$ cat config.mk
export PLATFORM = sky130hd
export DESIGN_NAME = init_controller_flat
export DESIGN_NICKNAME = d
export VERILOG_FILES = /design/src/include/init_seq_pkg.sv /design/src/include/init_link_if.sv /design/src/verilog/init_controller.sv /design/src/flat_wrapper.sv
export SDC_FILE = /design/constraint.sdc
export NUM_CORES = 1
export LEC_CHECK = 0
export ABC_AREA = 0
export BUFFER_PORTS_ARGS = -buffer_cell sky130_fd_sc_hd__buf_2
export CAP_MARGIN = 20
export CORE_AREA = 3 3 88 73
export DETAILED_ROUTE_END_ITERATION = 6
export DIE_AREA = 0 0 91 76
export PLACE_DENSITY = 0.78
export SLEW_MARGIN = 25
export SYNTH_ARGS = -nofsm -noshare
export SYNTH_HDL_FRONTEND = slang
export SYNTH_SLANG_ARGS = --single-unit
$ cat constraint.sdc
create_clock -name clk -period 2.5 [get_ports clk]
set_input_delay 0.125 -clock clk [delete_from_list [all_inputs] [get_ports clk]]
set_output_delay 0.125 -clock clk [all_outputs]
set_load 0.01 [all_outputs]
$ cat src/include/init_seq_pkg.sv
// Shared constants, mode registers and commands for the power-up initialization link
package init_seq_pkg;

    localparam int unsigned CLK_PERIOD_NS = 40;

    // Timing figures in their own units
    localparam int unsigned POST_RAMP_LOW_TIME_NS  = 100;
    localparam int unsigned STABLE_CLOCK_TIME_TCK  = 5;
    localparam int unsigned FIRST_NOP_TIME_US      = 200;
    localparam int unsigned POST_RESET_WAIT_US     = 1;
    localparam int unsigned AUTO_INIT_MAX_TIME_US  = 10;
    localparam int unsigned INITIAL_CAL_TIME_US    = 1;
    localparam int unsigned BOOT_CLOCK_PERIOD_MIN_NS = 18;
    localparam int unsigned BOOT_CLOCK_PERIOD_MAX_NS = 100;

    // Cycle counts: least times round up, longest times round down
    localparam int unsigned POST_RAMP_LOW_CYC  = (POST_RAMP_LOW_TIME_NS + CLK_PERIOD_NS - 1) / CLK_PERIOD_NS;
    localparam int unsigned STABLE_CLOCK_CYC   = STABLE_CLOCK_TIME_TCK;
    localparam int unsigned FIRST_NOP_CYC      = (FIRST_NOP_TIME_US * 1000 + CLK_PERIOD_NS - 1) / CLK_PERIOD_NS;
    localparam int unsigned POST_RESET_CYC     = (POST_RESET_WAIT_US * 1000 + CLK_PERIOD_NS - 1) / CLK_PERIOD_NS;
    localparam int unsigned AUTO_INIT_MAX_CYC  = (AUTO_INIT_MAX_TIME_US * 1000) / CLK_PERIOD_NS;
    localparam int unsigned INITIAL_CAL_CYC    = (INITIAL_CAL_TIME_US * 1000 + CLK_PERIOD_NS - 1) / CLK_PERIOD_NS;

    localparam int unsigned CNT_W = 13;

    // Mode register addresses and fields
    localparam logic [7:0] MR_DEVICE_INFO = 8'h00;
    localparam logic [7:0] MR_FEATURE1    = 8'h01;
    localparam logic [7:0] MR_FEATURE2    = 8'h02;
    localparam logic [7:0] MR_IO_CONFIG   = 8'h03;
    localparam logic [7:0] MR_CALIBRATION = 8'h0A;
    localparam logic [7:0] MR_CA_TRAIN1   = 8'h29;
    localparam logic [7:0] MR_CA_TRAIN2   = 8'h2A;
    localparam logic [7:0] MR_CA_TRAIN3   = 8'h30;
    localparam logic [7:0] MR_WR_LEVEL    = 8'h02;
    localparam logic [7:0] MR_RESET       = 8'h3F;
    localparam int unsigned AUTO_INIT_FLAG_BIT = 0;
    localparam int unsigned WR_LEVEL_BIT       = 7;
    localparam logic [7:0] CAL_INIT_CODE  = 8'hFF;
    localparam logic [7:0] MR0_RESET_VAL  = 8'h01;

    typedef enum logic [3:0] {
        CMD_NOP       = 4'h0,
        CMD_MRW       = 4'h1,
        CMD_MRR       = 4'h2,
        CMD_PRE_ALL   = 4'h3,
        CMD_PD_ENTRY  = 4'h4,
        CMD_PD_EXIT   = 4'h5,
        CMD_ACTIVATE  = 4'h6,
        CMD_READ      = 4'h7,
        CMD_WRITE     = 4'h8,
        CMD_REFRESH   = 4'h9
    } cmd_type;

    localparam logic [3:0] BURST_BEATS = 4'h4;

endpackage

$ cat src/include/init_link_if.sv
// Command link between controller and memory device
`timescale 1ns/10ps
`default_nettype none
interface init_link_if;
    import init_seq_pkg::*;
    logic       clk_en;
    logic       chip_sel;
    cmd_type    cmd;
    logic [7:0] mode_addr;
    logic [7:0] mode_data;
    logic       termination_control;
    logic [7:0] read_data;
    logic       read_valid;
    logic       out_en;
    logic       burst_busy;

    modport device (
        input  clk_en,
        input  chip_sel,
        input  cmd,
        input  mode_addr,
        input  mode_data,
        input  termination_control,
        output read_data,
        output read_valid,
        output out_en,
        output burst_busy
    );

    modport controller (
        output clk_en,
        output chip_sel,
        output cmd,
        output mode_addr,
        output mode_data,
        output termination_control,
        input  read_data,
        input  read_valid,
        input  out_en,
        input  burst_busy
    );
endinterface
`default_nettype wire

$ cat src/verilog/init_controller.sv
// Controller end: power-up, reset, flag polling and calibration sequence
`timescale 1ns/10ps
`default_nettype none
module init_controller (
    input  wire logic          clk,
    input  wire logic          rst,
    input  wire logic          supplies_ok,
    input  wire logic          restart,
    input  wire logic          need_training,
    input  wire logic          training_done,
    input  wire logic          cal_grant,
    input  wire logic [7:0]    feature1_val,
    input  wire logic [7:0]    feature2_val,
    input  wire logic [7:0]    io_config_val,
    init_link_if.controller    link,
    output var  logic          in_training_phase,
    output var  logic          cal_busy,
    output var  logic          init_done
);
    import init_seq_pkg::*;

    typedef enum logic [11:0] {
        C_RAMP     = 12'b000000000001,
        C_LOW      = 12'b000000000010,
        C_NOP      = 12'b000000000100,
        C_RESET    = 12'b000000001000,
        C_WAIT4    = 12'b000000010000,
        C_POLL     = 12'b000000100000,
        C_POLLWAIT = 12'b000001000000,
        C_TRAIN    = 12'b000010000000,
        C_CAL      = 12'b000100000000,
        C_CALWAIT  = 12'b001000000000,
        C_CONFIG   = 12'b010000000000,
        C_DONE     = 12'b100000000000
    } cstate_type;

    cstate_type       state_reg, state_next;
    logic [CNT_W-1:0] cnt_reg, cnt_next;
    logic [CNT_W-1:0] ai_reg, ai_next;
    logic [1:0]       cfg_reg, cfg_next;
    logic             cke_reg, cke_next;
    logic             cs_reg, cs_next;
    cmd_type          cmd_reg, cmd_next;
    logic [7:0]       ma_reg, ma_next;
    logic [7:0]       md_reg, md_next;
    logic             odt_reg;

    always_comb begin
        state_next = state_reg;
        cnt_next   = cnt_reg + 1'b1;
        ai_next    = (ai_reg == '1) ? ai_reg : ai_reg + 1'b1;
        cfg_next   = cfg_reg;
        cke_next   = cke_reg;
        cs_next    = 1'b0;
        cmd_next   = CMD_NOP;
        ma_next    = 8'h00;
        md_next    = 8'h00;
        case (state_reg)
            C_RAMP: begin
                cke_next = 1'b0;
                cnt_next = '0;
                if (supplies_ok)
                    state_next = C_LOW;
            end
            C_LOW: begin
                // Clock runs throughout, so both minimums share one count
                if (cnt_reg >= CNT_W'(POST_RAMP_LOW_CYC - 1) &&
                    cnt_reg >= CNT_W'(STABLE_CLOCK_CYC - 1)) begin
                    cke_next   = 1'b1;
                    cnt_next   = '0;
                    state_next = C_NOP;
                end
            end
            C_NOP: begin
                if (cnt_reg >= CNT_W'(FIRST_NOP_CYC - 1))
                    state_next = C_RESET;
            end
            C_RESET: begin
                cs_next    = 1'b1;
                cmd_next   = CMD_MRW;
                ma_next    = MR_RESET;
                cnt_next   = '0;
                ai_next    = '0;
                state_next = C_WAIT4;
            end
            C_WAIT4: begin
                if (cnt_reg >= CNT_W'(POST_RESET_CYC - 1))
                    state_next = need_training ? C_POLLWAIT : C_POLL;
            end
            C_POLL: begin
                // Flag polled only on an untrained bus; the 40 ns clock lies in the boot range
                cs_next    = 1'b1;
                cmd_next   = CMD_MRR;
                ma_next    = MR_DEVICE_INFO;
                state_next = C_POLLWAIT;
            end
            C_POLLWAIT: begin
                if (ai_reg >= CNT_W'(AUTO_INIT_MAX_CYC))
                    state_next = need_training ? C_TRAIN : C_CAL;
                else if (!need_training && link.read_valid) begin
                    if (!link.read_data[AUTO_INIT_FLAG_BIT])
                        state_next = C_CAL;
                    else
                        state_next = C_POLL;
                end
            end
            C_TRAIN: begin
                // Bus idles with no-operations until training completes
                if (training_done)
                    state_next = C_CAL;
            end
            C_CAL: begin
                if (cal_grant) begin
                    cs_next    = 1'b1;
                    cmd_next   = CMD_MRW;
                    ma_next    = MR_CALIBRATION;
                    md_next    = CAL_INIT_CODE;
                    cnt_next   = '0;
                    state_next = C_CALWAIT;
                end
            end
            C_CALWAIT: begin
                if (cnt_reg >= CNT_W'(INITIAL_CAL_CYC - 1)) begin
                    cfg_next   = 2'h0;
                    state_next = C_CONFIG;
                end
            end
            C_CONFIG: begin
                cs_next  = 1'b1;
                cmd_next = CMD_MRW;
                cfg_next = cfg_reg + 1'b1;
                case (cfg_reg)
                    2'h0: begin
                        ma_next = MR_FEATURE1;
                        md_next = feature1_val;
                    end
                    2'h1: begin
                        ma_next = MR_FEATURE2;
                        md_next = feature2_val;
                    end
                    default: begin
                        ma_next    = MR_IO_CONFIG;
                        md_next    = io_config_val;
                        state_next = C_DONE;
                    end
                endcase
            end
            C_DONE: begin
            end
            default: state_next = C_RAMP;
        endcase
        if (restart && state_reg == C_DONE && !link.burst_busy)
            state_next = C_RESET;
    end

    always_ff @(posedge clk or posedge rst) begin
        if (rst) begin
            state_reg <= C_RAMP;
            cnt_reg   <= '0;
            ai_reg    <= '0;
            cfg_reg   <= 2'h0;
            cke_reg   <= 1'b0;
            cs_reg    <= 1'b0;
            cmd_reg   <= CMD_NOP;
            ma_reg    <= 8'h00;
            md_reg    <= 8'h00;
            odt_reg   <= 1'b0;
        end else begin
            state_reg <= state_next;
            cnt_reg   <= cnt_next;
            ai_reg    <= ai_next;
            cfg_reg   <= cfg_next;
            cke_reg   <= cke_next;
            cs_reg    <= cs_next;
            cmd_reg   <= cmd_next;
            ma_reg    <= ma_next;
            md_reg    <= md_next;
            odt_reg   <= 1'b0;
        end
    end

    assign link.clk_en              = cke_reg;
    assign link.chip_sel            = cs_reg;
    assign link.cmd                 = cmd_reg;
    assign link.mode_addr           = ma_reg;
    assign link.mode_data           = md_reg;
    assign link.termination_control = odt_reg;
    // One-hot state bits read straight from the state register
    assign in_training_phase        = state_reg[7];
    assign cal_busy                 = state_reg[9];
    assign init_done                = state_reg[11];
endmodule
`default_nettype wire

$ cat src/flat_wrapper.sv
// flat-port wrapper written by rule: the top's interface ports become plain ports
module init_controller_flat import init_seq_pkg::*;
  (clk, rst, supplies_ok, restart, need_training, training_done, cal_grant, feature1_val, feature2_val, io_config_val, in_training_phase, cal_busy, init_done, link_clk_en, link_chip_sel, link_cmd, link_mode_addr, link_mode_data, link_termination_control, link_read_data, link_read_valid, link_out_en, link_burst_busy);
  init_link_if link_i ();
  input  wire logic clk;
  input  wire logic rst;
  input  wire logic supplies_ok;
  input  wire logic restart;
  input  wire logic need_training;
  input  wire logic training_done;
  input  wire logic cal_grant;
  input  wire logic [7:0] feature1_val;
  input  wire logic [7:0] feature2_val;
  input  wire logic [7:0] io_config_val;
  output var  logic in_training_phase;
  output var  logic cal_busy;
  output var  logic init_done;
  output wire logic [$bits(link_i.clk_en)-1:0] link_clk_en;
  output wire logic [$bits(link_i.chip_sel)-1:0] link_chip_sel;
  output wire logic [$bits(link_i.cmd)-1:0] link_cmd;
  output wire logic [$bits(link_i.mode_addr)-1:0] link_mode_addr;
  output wire logic [$bits(link_i.mode_data)-1:0] link_mode_data;
  output wire logic [$bits(link_i.termination_control)-1:0] link_termination_control;
  input wire logic [$bits(link_i.read_data)-1:0] link_read_data;
  input wire logic [$bits(link_i.read_valid)-1:0] link_read_valid;
  input wire logic [$bits(link_i.out_en)-1:0] link_out_en;
  input wire logic [$bits(link_i.burst_busy)-1:0] link_burst_busy;
  assign link_clk_en = link_i.clk_en;
  assign link_chip_sel = link_i.chip_sel;
  assign link_cmd = link_i.cmd;
  assign link_mode_addr = link_i.mode_addr;
  assign link_mode_data = link_i.mode_data;
  assign link_termination_control = link_i.termination_control;
  assign link_i.read_data = link_read_data;
  assign link_i.read_valid = link_read_valid;
  assign link_i.out_en = link_out_en;
  assign link_i.burst_busy = link_burst_busy;
  init_controller u_core (.clk(clk), .rst(rst), .supplies_ok(supplies_ok), .restart(restart), .need_training(need_training), .training_done(training_done), .cal_grant(cal_grant), .feature1_val(feature1_val), .feature2_val(feature2_val), .io_config_val(io_config_val), .link(link_i), .in_training_phase(in_training_phase), .cal_busy(cal_busy), .init_done(init_done));
endmodule
==> results.py <==
metrics = {
    "clocking": {
        "ctsResizeCount": 0,
        "numCtsBuffers": 5,
        "clock_path_buffers": 2,
        "root_buffer": "clkbuf_8",
        "hold_buffers": 0,
        "cts_tree": "built",
        "clock_latency_ns": 0.32,
        "cts_sinks": 56,
        "clk_pin_slew_ns": 0.10,
        "cts_setup_buffers": 0,
        "h-tree-depth": 2,
    },
    "critical_path": {
        "crit_type": "reg2reg",
        "max_stage_delay_ns": 0.43,
        "worstReg2RegStart": "u_core.cfg_reg[0]$_DFFE_PP0P_",
        "worstPathRequired_ns": 2.73,
        "r2r-end": "u_core.state_reg[1]$_DFFE_PP0P_",
        "r2r_cells": 9,
        "cp-start-kind": "register",
        "path_cells": "inv_1, ha_1, or2_2, a21oi_1, o22ai_1, a311oi_2, nand3_2, buf_4, o31ai_1",
        "r2r_slack_ns": 0.18,
        "end_kind": "register",
        "path_max_fanout": 7,
        "arrival_ns": 2.56,
        "cp_slowest_cell": "dfrtp_1",
    },
    "pwr": {
        "p_leak_nw": 1.78,
        "switching_share": 0.337,
        "comb_power_share": 0.265,
        "internal-power_mw": 1.40,
        "switching_power_uw": 711,
        "power_frac_clock": 0.244,
        "powerDensity_nw_per_um2": 603,
        "worst_ir_drop_vdd_v": 0.000523,
        "seqPwrFrac": 0.490,
        "finalPower_mw": 2.11,
    },
    "logic_synthesis": {
        "yosys-top-cells-area": "dfrtp_1 46%, nor2_1 5.5%, xor2_1 4.1%",
        "ys_ff_latch": 56,
        "synth.avg_cell_area_um2": 9.58,
        "netlist-cell-type-count": 50,
        "yosys.area.top_type": "dfrtp_1",
        "yosysWarnings": 0,
        "synth_top_area_frac": 0.456,
        "syn_area_um2": 3020,
        "synthesis.instances": 315,
        "ys_seq_area_frac": 0.465,
    },
    "routing": {
        "vias": 2547,
        "drc": 0,
        "via_per_inst": 5.60,
        "drt_pass1_iterations": 4,
        "ant_nets": 0,
        "wire_per_inst_um": 14.6,
        "drt_wl_total_um": 6620,
        "first_iter_violations": 165,
    },
    "timing": {
        "worst_pin_slew_ns": 0.688,
        "period_share": 0.929,
        "hold_ws_ns": -0.00969,
        "final_hold_viol_count": 46,
        "fmax_mhz": 430,
        "finalSetupViolations": 0,
        "maxSlewViolCount": 0,
        "rsz0062_at_grt": "false",
        "fin_setup_tns_ns": 0,
        "period_needed_ns": 2.32,
        "final.setup_skew_ns": 0.00595,
        "slew_headroom": 0.541,
    },
    "place": {
        "place_hpwl_um": 4870,
        "dpl.cell_count": 447,
        "dpl-instance-area_um2": 3400,
        "routabilityCongestion": 0.865,
        "io_buffers": 54,
    },
    "global_routing": {
        "grt_pass1_wl_um": 11500,
        "globalRouteOverflowTotal": 0,
        "track_usage": 0.201,
        "grt_start_max_net_pins": 57,
        "grt_pass1_vias": 2408,
        "antenna_found_initial": 0,
    },
    "die": {
        "die_y_um": 76,
        "die_x_um": 91,
        "start_util": 0.546,
        "rows": 24,
        "design.core.area_um2": 5530,
        "ioPinCount": 68,
        "dieArea_um2": 6920,
    },
    "final_layout": {
        "final_common_cell": "dfrtp_1",
        "n_fill_cell": 493,
        "fin_nets": 425,
        "final_cell_mix": "55 x dfrtp_1, 54 x buf_2, 44 x nor2_1",
        "area_growth_pct": 15.9,
        "stdcell_count": 455,
        "seq_area_um2": 1400,
        "diodes": 0,
        "multi_input_area_um2": 1510,
        "final_cell_area_um2": 3500,
        "drive_gt1_frac": 0.236,
    },
    "flow_run": {
        "maxCapViolations": 0,
    },
    "status": {
        "violations": "hold timing",
        "status": "finished with violations",
    },
    "min_path": {
        "hold_path_class": "in2async",
    },
}
[per-layer routing]
layer | track usage | up-vias | share of wire
met3 | 0.0424 | 5 | 0.071
li1 | - | 1225 | -
met4 | 0.0527 | 0 | 0.0095
met5 | 0 | - | 0
met2 | 0.298 | 88 | 0.44
met1 | 0.301 | 1229 | 0.48
[cell families (layout without fill, tap and decap cells)]
| group | after synthesis | count (layout) | share of synthesized area |
|---|---|---|---|
| buf+inv | 26 | 84 | 0.0427 |
| compound gates | 66 | 66 | 0.143 |
| other cells | 1 | 5 | 0.00124 |
| mux | 1 | 1 | 0.00332 |
| xor+xnor | 22 | 22 | 0.0638 |
| flops | 56 | 56 | 0.465 |
| fa+ha+maj | 7 | 7 | 0.0290 |
| simple gates | 136 | 136 | 0.252 |
[layout make-up]
cell class | instances | area share
Multi-Input combinational cell | 237 | 0.431
Clock buffer | 5 | 0.0197
Sequential cell | 56 | 0.401
Inverter | 10 | 0.0107
Clock inverter | 3 | 0.00608
Timing Repair Buffer | 66 | 0.103
Tap cell | 78 | 0.0279
[cell usage after synthesis (all sizes together)]
library cell,instances
ha,7
nand4b,1
nand3b,1
mux2i,1
o22ai,4
and4,3
buf,11
nand4,13
or3b,1
nand2,18
nor3b,4
nand4bb,1
a211oi,1
a21bo,1
and3,3
dfstp,1
nor4,5
o21bai,1
xnor2,8
a22o,8
xor2,14
nand3,18
nand2b,5
o32ai,2
or3,2
a21boi,1
o21a,1
and2,1
or2,2
o41ai,1
a31oi,5
clkbuf,5
conb,1
nor3,4
a21oi,13
dfrtp,55
a21o,1
inv,10
nor2b,10
o31ai,5
o21ai,20
a311oi,1
nor2,44
o211ai,1
[critical path, delay by kind of cell (launching register included)]
family                   cells  cell delay [ns]
AO/OA/AOI/OAI                4             0.77
adder cells (fa/ha/maj)      1             0.22
buffers and inverters        2             0.28
flip-flops                   1             0.43
AND/OR/NAND/NOR              2             0.53
[how the worst max path moves through the flow]
stage                                         start                              end  slack, ns  depth (start not counted)
floorplan             u_core.cfg_reg[0]$_DFFE_PP0P_  u_core.state_reg[8]$_DFFE_PP0P_       0.37                          8
global placement    u_core.state_reg[6]$_DFFE_PP0P_   u_core.link.chip_sel$_DFF_PP0_       0.27                          6
detailed placement  u_core.state_reg[9]$_DFFE_PP0P_   u_core.link.chip_sel$_DFF_PP0_       0.22                          6
CTS                   u_core.cfg_reg[0]$_DFFE_PP0P_  u_core.state_reg[8]$_DFFE_PP0P_       0.18                          8
global route          u_core.cfg_reg[0]$_DFFE_PP0P_  u_core.state_reg[1]$_DFFE_PP0P_      0.003                          9
finish                u_core.cfg_reg[0]$_DFFE_PP0P_  u_core.state_reg[1]$_DFFE_PP0P_       0.18                          9
[power groups by stage]
| stage | logic, mW | registers, mW | clock network, mW |
|---|---|---|---|
| after global placement | 0.540 | 1.05 | 0 |
| after floorplan | 0.384 | 1.04 | 0 |
| final | 0.560 | 1.03 | 0.515 |
| after global routing | 0.619 | 1.05 | 0.559 |
| after detailed placement | 0.554 | 1.05 | 0 |
| after CTS | 0.559 | 1.04 | 0.525 |
[stage by stage]
stage | setup WS [ns] | utilization | hold WS (ns)
floorplan | 0.369 | - | 0.217
finish | 0.176 | 0.633 | -0.00969
CTS | 0.176 | 0.632 | 0.00214
global route | 0.00350 | 0.633 | 0.0278
detailed placement | 0.221 | 0.615 | 0.359
global placement | 0.267 | 0.615 | 0.353
No activity file was read; power rests on OpenSTA's default activity.
